===== config.mk =====
export PLATFORM = sky130hd
export DESIGN_NAME = mrt_mode_regs
export DESIGN_NICKNAME = d
export VERILOG_FILES = /design/src/hdl/mrt_pkg.sv /design/src/hdl/mrt_cwl_decode.sv /design/src/hdl/mrt_readout_pattern.sv /design/src/hdl/mrt_mode_regs.sv
export VERILOG_INCLUDE_DIRS = /design/src /design/src/hdl
export SDC_FILE = /design/constraint.sdc
export NUM_CORES = 1
export LEC_CHECK = 0
export ABC_CLOCK_PERIOD_IN_PS = 2400
export BUFFER_PORTS_ARGS = -buffer_cell sky130_fd_sc_hd__buf_2
export CORE_UTILIZATION = 50
export CTS_CLUSTER_DIAMETER = 40
export DETAILED_ROUTE_END_ITERATION = 10
export GPL_TIMING_DRIVEN = 0
export PLACE_DENSITY = 0.82
export SYNTH_ARGS = -nofsm -noshare
export SYNTH_HDL_FRONTEND = slang
export SYNTH_SLANG_ARGS = --single-unit

===== constraint.sdc =====
create_clock -name clock -period 2.4 [get_ports clock]
set_input_delay 0.12 -clock clock [delete_from_list [all_inputs] [get_ports clock]]
set_output_delay 0.12 -clock clock [all_outputs]
set_load 0.005 [all_outputs]

===== src/hdl/mrt_map.svh =====
// register map constants for the second/third mode register block
// Functional notes
// second mode register holds until rewritten
// controller writes only when idle, then waits
// controller zeroes reserved second register bits
// bits 5:3 give cas write latency
// auto self refresh doubles rate when hot
// extended temp bit forces double rate
// controller never sets both refresh bits
// extended range needs double refresh options
// bits 10:9 pick write termination value
// write termination during each write burst
// nominal off means high impedance
// no write termination during write leveling
// controller zeroes reserved third register bits
// bit 2 redirects reads to readout
// mode 00 selects calibration pattern
// controller precharges before enabling readout
// reads redirected to readout while enabled
// controller issues only reads while enabled
// readout on prime line or all lines
// eight beat and chop bursts supported
// address bit 2 picks nibble order
// first beat is lsb, last msb
// calibration pattern alternates zero one
// bank bits select target mode register
// controller waits recovery before disabling readout
// latency field decoded with standard mapping
`ifndef MRT_MAP_SVH
`define MRT_MAP_SVH
`define MRT_BA_MR2        3'h2
`define MRT_BA_MR3        3'h3
`define MRT_CWL_LSB       3
`define MRT_CWL_MSB       5
`define MRT_ASR_BIT       6
`define MRT_SRT_BIT       7
`define MRT_RTTWR_LSB     9
`define MRT_RTTWR_MSB     10
`define MRT_MPR_EN_BIT    2
`define MRT_MPR_SEL_MSB   1
`define MRT_MPR_SEL_PRE   2'h0
`define MRT_CWL_BASE      4'h5
`define MRT_PATTERN       8'haa
`define MRT_REG_RESET     18'h00000
`define MRT_BURST_BL8     4'h8
`define MRT_BURST_BC4     4'h4
`define MRT_TEMP_LIMIT_C  8'h55
`define MRT_TEMP_EARLY_C  8'h53
`endif


===== src/hdl/mrt_pkg.sv =====
// types for the second/third mode register block
package mrt_pkg;
  typedef enum logic [1:0] {MRT_RD_IDLE, MRT_RD_BURST} mrt_rd_e;
endpackage


===== src/hdl/mrt_cwl_decode.sv =====
// cas write latency field decoder
`timescale 1ns/1ps
`include "mrt_map.svh"
module mrt_cwl_decode (
  input  wire logic [2:0] field,  // latency field
  output logic      [3:0] cycles  // latency in clocks
);
  // standard mapping: code n gives n plus five clocks
  always_comb begin
    cycles = `MRT_CWL_BASE + {1'b0, field};
  end
endmodule


===== src/hdl/mrt_readout_pattern.sv =====
// readout pattern source for one burst
`timescale 1ns/1ps
`include "mrt_map.svh"
module mrt_readout_pattern (
  input  wire logic [1:0] sel,     // readout mode
  input  wire logic       nib_hi,  // upper nibble start
  input  wire logic       chop,    // four beat burst
  output logic      [7:0] beats,   // beat k in bit k
  output logic            valid    // mode defined
);
  // only the predefined mode is defined; others return zeros
  always_comb begin
    valid = (sel == `MRT_MPR_SEL_PRE);
    beats = valid ? `MRT_PATTERN : 8'h00;
    if (chop && nib_hi) begin
      beats = {4'h0, beats[7:4]};
    end
  end
endmodule


===== src/hdl/mrt_mode_regs.sv =====
// second and third mode register state and readout datapath
`timescale 1ns/1ps
`include "mrt_map.svh"
module mrt_mode_regs #(
  parameter int DQ_WIDTH = 8  // data lines
) (
  input  wire logic                clock,         // command clock
  input  wire logic                rst,           // sync reset, high
  input  wire logic                mrs_cmd,       // mode set pulse
  input  wire logic                rd_cmd,        // read or read_with_auto_precharge pulse
  input  wire logic                wr_cmd,        // write pulse
  input  wire logic [2:0]          ba,            // bank address
  input  wire logic [17:0]         addr,          // mode data / address
  input  wire logic                chop_addr,     // a12, high = bl8
  input  wire logic                otf_en,        // on the fly enabled
  input  wire logic                bc4_fixed,     // fixed chop mode
  input  wire logic                all_lines,     // drive all dq
  input  wire logic                lvl_active,    // write leveling
  input  wire logic                nom_on,        // nominal term enabled
  input  wire logic [7:0]          case_temp_c,   // case temperature
  input  wire logic [3:0]          read_latency,  // al plus cl
  input  wire logic [3:0]          add_latency,   // additive latency
  input  wire logic                wr_burst,      // write burst active
  output logic      [17:0]         mode_reg_two,  // stored copy
  output logic      [17:0]         mode_reg_three,// stored copy
  output logic      [3:0]          write_latency, // cwl plus al
  output logic                     double_rate,   // 2x self refresh
  output logic      [1:0]          term_sel,      // 0 hiz 1 nom 2 wr
  output logic      [1:0]          wr_term_value, // write term code
  output logic                     readout_on,    // readout enabled
  output logic                     array_rd,      // read goes to array
  output logic      [DQ_WIDTH-1:0] dq_out,        // readout data
  output logic                     dq_oe          // readout driving
);
  typedef struct packed {
    logic [17:0]     mr2;
    logic [17:0]     mr3;
    mrt_pkg::mrt_rd_e st;
    logic [3:0]      wait_cnt;
    logic [3:0]      beat;
    logic [3:0]      len;
    logic [7:0]      beats;
    logic            hot;
    logic [DQ_WIDTH-1:0] dq;
    logic            oe;
  } mrt_state_s;

  mrt_state_s s_reg;
  mrt_state_s s_next;
  logic [3:0] cwl_cycles;
  logic [7:0] pat_beats;
  logic       pat_valid;
  logic       chop;

  // -------------------------------------------------------------
  // helpers
  // -------------------------------------------------------------
  mrt_cwl_decode u_cwl (
    .field  (s_reg.mr2[`MRT_CWL_MSB:`MRT_CWL_LSB]),
    .cycles (cwl_cycles)
  );

  // burst chop from a12 when on the fly, else fixed mode
  assign chop = otf_en ? ~chop_addr : bc4_fixed;

  mrt_readout_pattern u_pat (
    .sel    (s_reg.mr3[`MRT_MPR_SEL_MSB:0]),
    .nib_hi (addr[2]),
    .chop   (chop),
    .beats  (pat_beats),
    .valid  (pat_valid)
  );

  // -------------------------------------------------------------
  // next state
  // -------------------------------------------------------------
  // a new read while a burst runs is ignored; controller spaces reads
  always_comb begin
    s_next = s_reg;
    s_next.oe = 1'b0;
    s_next.dq = '0;
    // registers change only on a matching mode set or on reset
    if (mrs_cmd && ba == `MRT_BA_MR2) begin
      s_next.mr2 = addr;
    end
    if (mrs_cmd && ba == `MRT_BA_MR3) begin
      s_next.mr3 = addr;
    end
    // hysteresis-free early switch keeps integrity below the limit
    s_next.hot = (case_temp_c >= `MRT_TEMP_EARLY_C);
    unique case (s_reg.st)
      mrt_pkg::MRT_RD_IDLE: begin
        if (rd_cmd && s_reg.mr3[`MRT_MPR_EN_BIT]) begin
          s_next.st       = mrt_pkg::MRT_RD_BURST;
          s_next.wait_cnt = read_latency;
          s_next.beat     = 4'h0;
          s_next.len      = chop ? `MRT_BURST_BC4 : `MRT_BURST_BL8;
          s_next.beats    = pat_beats;
        end
      end
      mrt_pkg::MRT_RD_BURST: begin
        if (s_reg.wait_cnt != 4'h0) begin
          s_next.wait_cnt = s_reg.wait_cnt - 4'h1;
        end else begin
          s_next.oe = 1'b1;
          // prime lines 0 and 8 carry data, others low, unless all lines
          for (int i = 0; i < DQ_WIDTH; i++) begin
            s_next.dq[i] = (all_lines || i == 0 || i == 8) ?
                           s_reg.beats[s_reg.beat[2:0]] : 1'b0;
          end
          s_next.beat = s_reg.beat + 4'h1;
          if (s_reg.beat + 4'h1 == s_reg.len) begin
            s_next.st = mrt_pkg::MRT_RD_IDLE;
          end
        end
      end
    endcase
    if (rst) begin
      s_next = '0;
      s_next.mr2 = `MRT_REG_RESET;
      s_next.mr3 = `MRT_REG_RESET;
      s_next.st  = mrt_pkg::MRT_RD_IDLE;
    end
  end

  // state register
  always_ff @(posedge clock) begin
    s_reg <= s_next;
  end

  // -------------------------------------------------------------
  // outputs
  // -------------------------------------------------------------
  assign mode_reg_two   = s_reg.mr2;
  assign mode_reg_three = s_reg.mr3;
  assign write_latency  = cwl_cycles + add_latency;
  // forced rate wins; auto follows temperature
  assign double_rate = s_reg.mr2[`MRT_SRT_BIT] |
                       (s_reg.mr2[`MRT_ASR_BIT] & s_reg.hot);
  assign wr_term_value = s_reg.mr2[`MRT_RTTWR_MSB:`MRT_RTTWR_LSB];
  // write term only in bursts and never while leveling
  always_comb begin
    if (wr_burst && wr_term_value != 2'h0 && !lvl_active) begin
      term_sel = 2'h2;
    end else if (nom_on) begin
      term_sel = 2'h1;
    end else begin
      term_sel = 2'h0;
    end
  end
  assign readout_on = s_reg.mr3[`MRT_MPR_EN_BIT];
  assign array_rd   = rd_cmd & ~readout_on;
  assign dq_out     = s_reg.dq;
  assign dq_oe      = s_reg.oe;
  logic unused_ok;
  assign unused_ok  = wr_cmd & pat_valid;
endmodule


# ---- Word level (Yosys, flattened, before mapping)
# Cells that the tools add are included.
# W data, S select, Z words.
dict set report totals {
  reg_bits 62
  in_bits 49
  wordCells 63
}
dict set report op_classes {
  n_addsub 4
  n_lt_le_gt_ge 2
  n_eq_ne 8
  mux 16
  bitwise 6
  reduce_logical 17
}
# cell count
set ops {}
lappend ops {{$mux W22} 1}
lappend ops {{$pmux W10 S2} 1}
lappend ops {{$mux W8} 2}
lappend ops {{$mux W4} 3}
lappend ops {{$ge A8 B7 Y1 const B} 1}
lappend ops {{$ne A2 B2 Y1 const B} 4}
lappend ops {{$eq A3 B2 Y1 const B} 2}
lappend ops {{$logic_and A1 B1 Y1} 6}
lappend ops {{$mux W2} 3}
lappend ops {{$reduce_and A2 Y1} 3}
lappend ops {{$mux W1} 5}
lappend ops {{$add A3 B3 Y4 const A} 1}
lappend ops {{$add A4 B1 Y4 const B} 1}
lappend ops {{$add A4 B4 Y4} 1}
lappend ops {{$eq A4 B4 Y1} 1}
lappend ops {{$logic_not A2 Y1} 2}
lappend ops {{$lt A3 B4 Y1 const B} 1}
lappend ops {{$reduce_bool A4 Y1} 1}
lappend ops {{$sub A4 B1 Y4 const B} 1}
lappend ops {{$bmux W1 S3} 1}
lappend ops {{$not A1 Y1} 3}
lappend ops {{$reduce_and A3 Y1} 1}
lappend ops {{$reduce_or A3 Y1} 1}
lappend ops {{$and A1 B1 Y1} 2}
lappend ops {{other kinds (5)} 5}

# ---- Logic depth before layout (Yosys ltp)
# Gate-level depths: netlist (run 1).
dict set report depth {
  ltp_word 6
  mapped_depth 7
}

# ---- Hierarchy
# From an unflattened synthesis (run 1), not the netlist that was laid out.
dict set report hier_totals {
  cells_unflattened 358
  area_unflattened_um2 2891.5
}
# mod instances cells_per_inst area_each_um2
set by_module_without_submodules {}
lappend by_module_without_submodules {mrt_mode_regs 1 344 2786.4}
lappend by_module_without_submodules {mrt_readout_pattern 1 10 72.6}
lappend by_module_without_submodules {mrt_cwl_decode 1 4 32.5}

# ---- Worst setup path before layout (run 1)
# Ideal clock, no wire load.
dict set report synth_timing {
  kind {register to register}
  from {reg s_reg[26] (netlist bit)}
  to {reg s_reg (netlist bit dq_out[1])}
  setup_ps 115
  t_arrival_ps 1333
  required_ps 2285
  setup_slack_ps 952
  stages_incl_launch_ff 8
  synth_period_minus_slack_ps 1448
  path_cell_list {dfxtp_1 -> inv_1 -> ha_1 -> and4bb_1 -> buf_6 -> nor2b_4 -> and3_4 -> and2_1}
}
dict set report synth_via {
  elab_chain_cells 2
}
# element line_no
set synth_lines {}
lappend synth_lines {{start: declaration} mrt_mode_regs.sv:48} ;# mrt_state_s s_reg;
lappend synth_lines {{start signal: assignment} mrt_mode_regs.sv:128} ;# s_reg <= s_next;
lappend synth_lines {{$reduce_bool A4 Y1} mrt_mode_regs.sv:102} ;# if (s_reg.wait_cnt != 4'h0) begin
lappend synth_lines {{$reduce_or A3 Y1 (no source line)} -}
# Every way passes these cells.
# A chain may end at the register's enable or synchronous reset.

# ---- Worst setup path in the final report (run 1)
dict set report layout_timing {
  from {reg s_reg (netlist bit mode_reg_two[4])}
  to {out write_latency[3]}
}
dict set report layout_via {
  elab_chain_cells 2
}
# element line_no
set layout_lines {}
lappend layout_lines {{$add A3 B3 Y4 (no source line)} -}
lappend layout_lines {{$add A4 B4 Y4} mrt_mode_regs.sv:136} ;# assign write_latency = cwl_cycles + add_latency;
lappend layout_lines {{end: declaration} mrt_mode_regs.sv:26} ;# output logic [3:0] write_latency,
# Every way passes these cells.

==> flow_metrics.env, run 1 <==
export IMPL_fin_crit_sh=0.801
export IMPL_hold_path_class="in2reg"
export IMPL_crit_slowest_cell="fa_1"
export IMPL_seqPwrFrac=0.538
export IMPL_synth_top_flop_cell="dfxtp_1"
export IMPL_final_seq_area_sq_mm=0.00106
export IMPL_pwr_share_comb=0.103
export IMPL_utilization=0.678
export IMPL_final_common_cell="buf_2"
export IMPL_tns_ps=0
export IMPL_fin_crit_ps=1920
export IMPL_synth_nets=370
export IMPL_insertion_delay_ps=320
export IMPL_async_reset_ff_frac=0
export IMPL_status="complete, no violations"
export IMPL_crit_arrival_ps=1800
export IMPL_cp_required_ps=2280
export IMPL_ctsResizeCount=0
export IMPL_fill_cells=412
export IMPL_grt_pass1_wl_um=9310
export IMPL_netlist_instances=314
export IMPL_drv_cap=0
export IMPL_relSlewSlack=0.650
export IMPL_first_pass_iters=4
export IMPL_yosys_warnings=0
export IMPL_core_area_sq_mm=0.00485
export IMPL_fp_dieH_um=73.7
export IMPL_drtIter0Drc=101
export IMPL_cts_buffers_inserted=5
export IMPL_yosys_register_bits=53
export IMPL_clk_pin_slew_ps=90
export IMPL_grt_remaining_overflow=0
export IMPL_cts_tree="yes"
export IMPL_fin_area_sq_mm=0.00329
export IMPL_p_switching_uw=386
export IMPL_grtUsageTotal=0.224
export IMPL_p_leak_nw=1.62
export IMPL_final_cell_mix="buf_2 (108), nand2_1 (76), dfxtp_1 (53)"
export IMPL_synth_area_sq_mm=0.00257
export IMPL_endpoint_kind="output pin"
export IMPL_synth_edf_count=0
export IMPL_cts_sinks=53
export IMPL_place_hpwl_um=4250
export IMPL_initial_core_util=0.531
export IMPL_ir_drop_mv=0.393
export IMPL_synth_seq_area_share=0.412
export IMPL_critPathLaunchType="register"
export IMPL_std_cell_rows=25
export IMPL_switching_share=0.229
export IMPL_nNetsFinal=480
export IMPL_cp_cell_sequence="ha_1 -> ha_1 -> fa_1 -> xnor2_1 -> buf_2"
export IMPL_rsz0062_at_grt="no"
export IMPL_via_per_inst=4.73
export IMPL_drive_gt1_frac=0.405
export IMPL_worst_pin_slew_ps=525
export IMPL_syn2layout_area_growth_pct=27.8
export IMPL_ctsLongestPathBuffers=2
export IMPL_final_antenna_net_count=0
export IMPL_powerDensity_mw_per_mm2=512
export IMPL_avgSynthCellArea_sq_um=8.19
export IMPL_multi_input_area_sq_mm=0.00104
export IMPL_crit_buf_inv=1
export IMPL_wl_per_cell_um=11.3
export IMPL_die_area_sq_mm=0.00544
export IMPL_max_stage_delay_ps=390
export IMPL_postPlaceCellArea_sq_mm=0.00317
export IMPL_synth_cell_types=43
export IMPL_h_tree_depth=2
export IMPL_finalHoldViolCount=0
export IMPL_die_w_um=73.7
export IMPL_p_int_mw=1.30
export IMPL_place_gp_congestion=0.756
export IMPL_critical_path_top_delay_family="adder cells"
export IMPL_holdWs_ps=10.6
export IMPL_finalSetupViolCount=0
export IMPL_antenna_found_initial=0
export IMPL_cp_common_cell="ha_1"
export IMPL_pin_count=105
export IMPL_io_buffers=102
export IMPL_fin_skew_ps=12.3
export IMPL_path_class="reg2out"
export IMPL_drc=0
export IMPL_totalWireLength_um=5560
export IMPL_clkPwrFrac=0.359
export IMPL_cts_root_buf="clkbuf_8"
export IMPL_crit_fanout=3
export IMPL_vias=2325
export IMPL_max_freq_mhz=520
export IMPL_diodes=0
export IMPL_grt_pass1_vias=2132
export IMPL_grt_max_degree=17
export IMPL_slew_violations=0
## metrics by stage
step                      std cells  total power [mW]  setup WS, ps
final                           492              1.68           478
after global routing            492              1.76           380
after global placement          483              1.09           842
after CTS                       492              1.70           467
after detailed placement        483              1.10           819
after floorplan                 314              1.01           952
## tightest hold or removal path, delay by kind of cell
family | cells | cell delay (ps)
AOI/OAI and AO/OA | 1 | 30
buffers and inverters | 1 | 70
and+or+nand+nor | 1 | 60
## final timing paths
check | start | endpoint | slack, ps | depth (start not counted)
setup / recovery | mode_reg_two[4]$_SDFFE_PP0P_ | write_latency[3] | 480 | 5
hold / removal | case_temp_c[7] | s_reg[9]$_SDFF_PP0_ | 10 | 3
setup reg to reg | s_reg[26]$_SDFFE_PP0P_ | dq_out[1]$_SDFF_PP0_ | 870 | 7
hold reg to reg | mode_reg_three[17]$_SDFFE_PP0P_ | mode_reg_three[17]$_SDFFE_PP0P_ | 460 | 2
## power by group through the flow
stage / Sequential (mW) / Clock, mW / Combinational (mW)
finish: 0.906 / 0.605 / 0.173
global route: 0.908 / 0.657 / 0.193
CTS: 0.906 / 0.618 / 0.174
detailed placement: 0.926 / 0 / 0.172
global placement: 0.925 / 0 / 0.167
floorplan: 0.923 / 0 / 0.0896
## kinds of logic (layout without fill, tap and decap cells)
family,count (synthesis),after routing,synth area share
flops,53,53,0.412
mux,2,2,0.00827
buf+inv,73,184,0.184
xor+xnor,5,5,0.0170
compound gates,63,63,0.140
fa+ha+maj,7,7,0.0370
simple gates,111,111,0.201
## synth_stat cells (2+ instances only)
master	n	area, sq um
nand2_1	76	285
dfxtp_1	53	1060
buf_4	47	353
a21oi_1	46	230
inv_1	12	45.0
nor2_1	9	33.8
buf_2	6	30.0
clkbuf_1	6	22.5
ha_1	6	75.1
a211oi_1	4	30.0
nand2b_1	3	18.8
nand3_1	3	15.0
nor3_1	3	15.0
xnor2_1	3	26.3
a21o_1	2	15.0
a22oi_1	2	15.0
buf_6	2	22.5
nand3b_1	2	15.0
nor2_2	2	12.5
nor2b_1	2	12.5
o21ai_0	2	10.0
xor2_1	2	17.5
## layout make-up
cell class                 instances  area share
timing repair buffer             103       0.158
clock buffer                       6      0.0221
clock inverter                     2      0.0118
sequential                        53       0.323
buffer                            61       0.130
inverter                          12      0.0137
multi-input combinational        188       0.316
tap                               67      0.0255
## what timing repair did
| item | CTS | global route |
|---|---|---|
| buffers inserted | 0 | 0 |
| endpoints found under the hold margin | 1 | 0 |
| hold buffers | 1 | 0 |
## layer usage
layer / share of wire / track usage / up-vias
li1: - / - / 1199
met1: 0.44 / 0.267 / 1031
met2: 0.48 / 0.390 / 86
met3: 0.058 / 0.0549 / 9
met4: 0.020 / 0.0791 / 0
met5: 0 / 0 / -
(Power assumes the default switching activity.)
==> run 2, diff against run 1 <==
--- a/config.mk
+++ b/config.mk
@@ -6,13 +6,13 @@
 export SDC_FILE = /design/constraint.sdc
 export NUM_CORES = 1
 export LEC_CHECK = 0
-export ABC_CLOCK_PERIOD_IN_PS = 2400
+export ABC_CLOCK_PERIOD_IN_PS = 2000
 export BUFFER_PORTS_ARGS = -buffer_cell sky130_fd_sc_hd__buf_2
-export CORE_UTILIZATION = 50
+export CORE_UTILIZATION = 48
 export CTS_CLUSTER_DIAMETER = 40
 export DETAILED_ROUTE_END_ITERATION = 10
 export GPL_TIMING_DRIVEN = 0
-export PLACE_DENSITY = 0.82
+export PLACE_DENSITY = 0.8
 export SYNTH_ARGS = -nofsm -noshare
 export SYNTH_HDL_FRONTEND = slang
 export SYNTH_SLANG_ARGS = --single-unit
==> constraint.sdc (replaced) <==
create_clock -name clock -period 2 [get_ports clock]
set_input_delay 0.1 -clock clock [delete_from_list [all_inputs] [get_ports clock]]
set_output_delay 0.1 -clock clock [all_outputs]
set_load 0.005 [all_outputs]
==> run 2 against run 1 <==
  * Clock-buffer cell count is the same
  * Design area decreased by 1.1%
  * Clock skew fell by 4.7 ps
  * Die area is 4.0% higher
  * Clock power decreased by 4.6%
  * Critical endpoint unchanged
  * Largest cell class unchanged
==> flow_metrics.env, run 2 (same netlist as run 1, synthesis figures left out) <==
export IMPL_status="complete, no violations"
export IMPL_final_seq_area_sq_mm=0.00106
export IMPL_holdWs_ps=11.4
export IMPL_hold_path_class="in2reg"
export IMPL_pwr_share_comb=0.109
export IMPL_ir_drop_mv=0.294
export IMPL_drc=0
export IMPL_ctsResizeCount=0
export IMPL_worst_pin_slew_ps=577
export IMPL_die_w_um=75.2
export IMPL_critPathLaunchType="register"
export IMPL_core_area_sq_mm=0.00514
export IMPL_diodes=0
export IMPL_std_cell_rows=26
export IMPL_fin_skew_ps=7.63
export IMPL_path_class="reg2out"
export IMPL_critical_path_top_delay_family="adder cells"
export IMPL_h_tree_depth=2
export IMPL_powerDensity_mw_per_mm2=574
export IMPL_grt_pass1_vias=2093
export IMPL_drtIter0Drc=78
export IMPL_max_freq_mhz=529
export IMPL_grt_max_degree=16
export IMPL_endpoint_kind="output pin"
export IMPL_nNetsFinal=479
export IMPL_crit_slowest_cell="fa_1"
export IMPL_cts_tree="yes"
export IMPL_crit_fanout=3
export IMPL_insertion_delay_ps=300
export IMPL_finalSetupViolCount=0
export IMPL_via_per_inst=4.57
export IMPL_rsz0062_at_grt="no"
export IMPL_relSlewSlack=0.615
export IMPL_fin_crit_sh=0.945
export IMPL_p_switching_uw=444
export IMPL_final_antenna_net_count=0
export IMPL_pin_count=105
export IMPL_vias=2258
export IMPL_place_hpwl_um=4240
export IMPL_place_gp_congestion=0.758
export IMPL_clk_pin_slew_ps=90
export IMPL_slew_violations=0
export IMPL_fill_cells=500
export IMPL_cts_sinks=53
export IMPL_first_pass_iters=4
export IMPL_p_leak_nw=1.60
export IMPL_ctsLongestPathBuffers=2
export IMPL_final_cell_mix="buf_2 (108), nand2_1 (76), dfxtp_1 (53)"
export IMPL_dp_cells=486
export IMPL_stdcell_count=494
export IMPL_io_buffers=102
export IMPL_drive_gt1_frac=0.406
export IMPL_fin_crit_ps=1890
export IMPL_postCtsHoldBufs=0
export IMPL_fp_dieH_um=75.2
export IMPL_syn2layout_area_growth_pct=26.5
export IMPL_cts_buffers_inserted=5
export IMPL_post_cts_buffers=0
export IMPL_postPlaceCellArea_sq_mm=0.00317
export IMPL_final_common_cell="buf_2"
export IMPL_grtUsageTotal=0.210
export IMPL_p_int_mw=1.42
export IMPL_finalHoldViolCount=0
export IMPL_utilization=0.633
export IMPL_seqPwrFrac=0.582
export IMPL_tns_ps=0
export IMPL_clkPwrFrac=0.309
export IMPL_max_stage_delay_ps=390
export IMPL_die_area_sq_mm=0.00566
export IMPL_fin_area_sq_mm=0.00325
export IMPL_grt_pass1_wl_um=8960
export IMPL_grt_remaining_overflow=0
export IMPL_wl_per_cell_um=11.0
export IMPL_cts_root_buf="clkbuf_8"
export IMPL_cp_cell_sequence="ha_1 -> ha_1 -> fa_1 -> xnor2_1 -> buf_2"
export IMPL_totalWireLength_um=5440
export IMPL_crit_arrival_ps=1790
export IMPL_multi_input_area_sq_mm=0.00104
export IMPL_initial_core_util=0.500
export IMPL_switching_share=0.238
export IMPL_cp_common_cell="ha_1"
export IMPL_drv_cap=0
export IMPL_antenna_found_initial=0
export IMPL_crit_buf_inv=1
export IMPL_cp_required_ps=1900
==> run 2: cell types whose count changed in the layout (fill, tap and decap cells not counted) <==
cell,previous run,this run
bufinv_16,1,0
dlygate4sd3_1,1,0
clkinv_4,1,0
clkinv_2,0,2
==> run 2: layout make-up <==
| type | count | area share |
|---|---|---|
| Tap cell | 70 | 0.0269 |
| Buffer | 61 | 0.132 |
| Sequential cell | 53 | 0.326 |
| Clock inverter | 2 | 0.00308 |
| Inverter | 12 | 0.0138 |
| Timing Repair Buffer | 102 | 0.157 |
| Clock buffer | 6 | 0.0223 |
| Multi-Input combinational cell | 188 | 0.319 |
==> run 2: metrics by stage <==
step / setup WS (ps) / power (mW)
after floorplan: 552 / 1.22
after global placement: 459 / 1.31
after detailed placement: 431 / 1.32
after CTS: 87.6 / 1.89
after global routing: 18.6 / 1.96
final: 111 / 1.87
==> run 2: routing by layer <==
| metal | up-vias | track usage | wire length [um] | part of all wire |
|---|---|---|---|---|
| li1 | 1190 | - | - | - |
| met5 | - | 0 | 0 | 0 |
| met1 | 997 | 0.241 | 2440 | 0.45 |
| met3 | 4 | 0.0495 | 296 | 0.054 |
| met2 | 67 | 0.386 | 2650 | 0.49 |
| met4 | 0 | 0.0658 | 61 | 0.011 |
==> run 2: power by group through the flow <==
| stage | sequential, mW | clock [mW] | combinational, mW |
|---|---|---|---|
| 3_5_place_dp | 1.11 | 0 | 0.205 |
| 6_report | 1.09 | 0.577 | 0.204 |
| 5_1_grt | 1.09 | 0.644 | 0.231 |
| 4_1_cts | 1.09 | 0.597 | 0.206 |
| 3_3_place_gp | 1.11 | 0 | 0.201 |
| 2_1_floorplan | 1.11 | 0 | 0.108 |
==> run 2: worst paths after layout <==
path / from / to / slack (ps) / cells after the start
max: mode_reg_two[4]$_SDFFE_PP0P_ / write_latency[3] / 110 / 5
min: all_lines / dq_out[1]$_SDFF_PP0_ / 10 / 2
min reg2reg: mode_reg_three[8]$_SDFFE_PP0P_ / mode_reg_three[8]$_SDFFE_PP0P_ / 460 / 2
max reg2reg: s_reg[26]$_SDFFE_PP0P_ / dq_out[1]$_SDFF_PP0_ / 430 / 7
==> run 2: worst register-to-register path, stage by stage, from the launching register on <==
cell	delay, ps
dfxtp_1	360
inv_1	60
ha_1	250
and4bb_1	220
buf_6	140
nor2b_4	120
and3_4	170
and2_1	140
==> run 3, diff against run 2 <==
--- a/config.mk
+++ b/config.mk
@@ -13,6 +13,7 @@
 export DETAILED_ROUTE_END_ITERATION = 10
 export GPL_TIMING_DRIVEN = 0
 export PLACE_DENSITY = 0.8
+export RECOVER_POWER = 25
 export SYNTH_ARGS = -nofsm -noshare
 export SYNTH_HDL_FRONTEND = slang
 export SYNTH_SLANG_ARGS = --single-unit
==> run 3 against run 2 <==
  * Register-to-register slack is essentially flat
  * Die area is the same
  * Flip-flop and latch count is the same
  * Power is essentially flat
  * Maximum frequency is essentially flat
  * First-iteration DRC count shrank 3.8%
  * Sequential share of layout area grew 0.088 points
  * Global-route usage is the same
  * Design area shrank 0.27%
  * Clock power is essentially flat
  * Critical path type unchanged
==> flow_metrics.env, run 3 (same netlist as run 1, synthesis figures left out) <==
export IMPL_postCtsHoldBufs=0
export IMPL_stdcell_count=494
export IMPL_rsz0062_at_grt="no"
export IMPL_fill_cells=503
export IMPL_path_class="reg2out"
export IMPL_grtUsageTotal=0.210
export IMPL_powerDensity_mw_per_mm2=575
export IMPL_h_tree_depth=2
export IMPL_final_common_cell="buf_2"
export IMPL_hold_path_class="in2reg"
export IMPL_drc=0
export IMPL_std_cell_rows=26
export IMPL_r2r_start="s_reg[26]$_SDFFE_PP0P_"
export IMPL_grt_remaining_overflow=0
export IMPL_cts_sinks=53
export IMPL_ctsLongestPathBuffers=2
export IMPL_worst_pin_slew_ps=578
export IMPL_post_cts_buffers=0
export IMPL_wl_per_cell_um=11.0
export IMPL_die_w_um=75.2
export IMPL_place_gp_congestion=0.758
export IMPL_final_antenna_net_count=0
export IMPL_critPathLaunchType="register"
export IMPL_dp_cells=486
export IMPL_cts_buffers_inserted=5
export IMPL_insertion_delay_ps=300
export IMPL_syn2layout_area_growth_pct=26.1
export IMPL_cts_root_buf="clkbuf_8"
export IMPL_core_area_sq_mm=0.00514
export IMPL_pre_cts_slack_ps=431
export IMPL_tns_ps=0
export IMPL_pin_count=105
export IMPL_reg2reg_depth=7
export IMPL_crit_arrival_ps=1790
export IMPL_fp_dieH_um=75.2
export IMPL_ctsResizeCount=0
export IMPL_place_hpwl_um=4240
export IMPL_clk_pin_slew_ps=90
export IMPL_drv_cap=0
export IMPL_crit_fanout=3
export IMPL_final_cell_mix="buf_2 (103), nand2_1 (76), dfxtp_1 (53)"
export IMPL_crit_buf_inv=1
export IMPL_fin_skew_ps=7.29
export IMPL_initial_core_util=0.500
export IMPL_grt_max_degree=16
export IMPL_finalSetupViolCount=0
export IMPL_finalHoldViolCount=0
export IMPL_relSlewSlack=0.615
export IMPL_vias=2268
export IMPL_setup_ws_ps=110
export IMPL_io_buffers=102
export IMPL_via_per_inst=4.59
export IMPL_drtIter0Drc=75
export IMPL_diodes=0
export IMPL_hold_start="all_lines"
export IMPL_whs_path_depth=2
export IMPL_status="complete, no violations"
export IMPL_grt_pass1_wl_um=8960
export IMPL_slew_violations=0
export IMPL_timing_rr_end="dq_out[1]$_SDFF_PP0_"
export IMPL_cts_tree="yes"
export IMPL_min_to="dq_out[1]$_SDFF_PP0_"
export IMPL_max_stage_delay_ps=390
export IMPL_fin_crit_ps=1890
export IMPL_max_freq_mhz=529
export IMPL_p_leak_nw=1.58
export IMPL_cp_cell_sequence="ha_1 -> ha_1 -> fa_1 -> xnor2_1 -> buf_2"
export IMPL_cp_required_ps=1900
export IMPL_antenna_found_initial=0
export IMPL_ir_drop_mv=0.294
export IMPL_utilization=0.631
export IMPL_critical_path_top_delay_family="adder cells"
export IMPL_totalWireLength_um=5440
export IMPL_die_area_sq_mm=0.00566
export IMPL_endpoint_kind="output pin"
export IMPL_first_pass_iters=4
export IMPL_drive_gt1_frac=0.392
export IMPL_nNetsFinal=479
export IMPL_fin_crit_sh=0.945
export IMPL_cp_common_cell="ha_1"
export IMPL_r2r_slack_ps=430
export IMPL_grt_pass1_vias=2093
export IMPL_crit_slowest_cell="fa_1"
==> run 3: cell count changes in the layout (fill, tap and decap cells not counted) <==
cell / delta
buf_4: -6
clkbuf_4: +6
buf_2: -5
clkbuf_1: +5
nor2_1: +1
nor2_2: -1
==> run 3: area by class of cell <==
cell class / instances / area (sq um) / share of cell area
clock buffer: 6 / 72.6 / 0.0224
timing repair buffer: 102 / 505 / 0.156
buffer: 61 / 427 / 0.132
inverter: 12 / 45.0 / 0.0139
multi-input combinational: 188 / 1040 / 0.319
clock inverter: 2 / 10.0 / 0.00309
tap: 70 / 87.6 / 0.0270
sequential: 53 / 1060 / 0.327
==> run 3: worst max path at each step <==
stage                                 startpoint                   end  slack (ps)  cells after the start
floorplan                 s_reg[26]$_SDFFE_PP0P_  dq_out[1]$_SDFF_PP0_         550                      7
global placement    mode_reg_two[4]$_SDFFE_PP0P_      write_latency[3]         460                      5
detailed placement  mode_reg_two[4]$_SDFFE_PP0P_      write_latency[3]         430                      5
CTS                 mode_reg_two[4]$_SDFFE_PP0P_      write_latency[3]          90                      5
global route        mode_reg_two[4]$_SDFFE_PP0P_      write_latency[3]          20                      5
finish              mode_reg_two[4]$_SDFFE_PP0P_      write_latency[3]         110                      5
==> run 3: through the flow <==
stage	total power, mW	area (sq um)	hold WS (ps)
after floorplan	1.22	2570	217
after global placement	1.31	3170	304
after detailed placement	1.32	3170	324
after CTS	1.89	3250	7.03
after global routing	1.96	3240	11.5
final	1.87	3240	11.0
==> run 3: report_power, final <==
group / switching (mW) / total [mW] / leakage, nW / internal, mW
logic: 0.0980 / 0.203 / 1.11 / 0.105
clock network: 0.334 / 0.578 / 0.0450 / 0.243
registers: 0.0123 / 1.09 / 0.429 / 1.07
total: 0.445 / 1.87 / 1.58 / 1.42
==> run 3: worst reg2reg max path: stages (launching register included) <==
cell and delay (ps):
dfxtp_1 360, inv_1 60, ha_1 250, and4bb_1 220
buf_6 140, nor2b_4 120, and3_4 170, and2_1 140
==> run 3: routing by layer <==
layer	GRT usage	up-vias	wire length (um)
met4	0.0658	0	61
met1	0.241	999	2460
li1	-	1194	-
met2	0.386	71	2620
met5	0	-	0
met3	0.0495	4	300
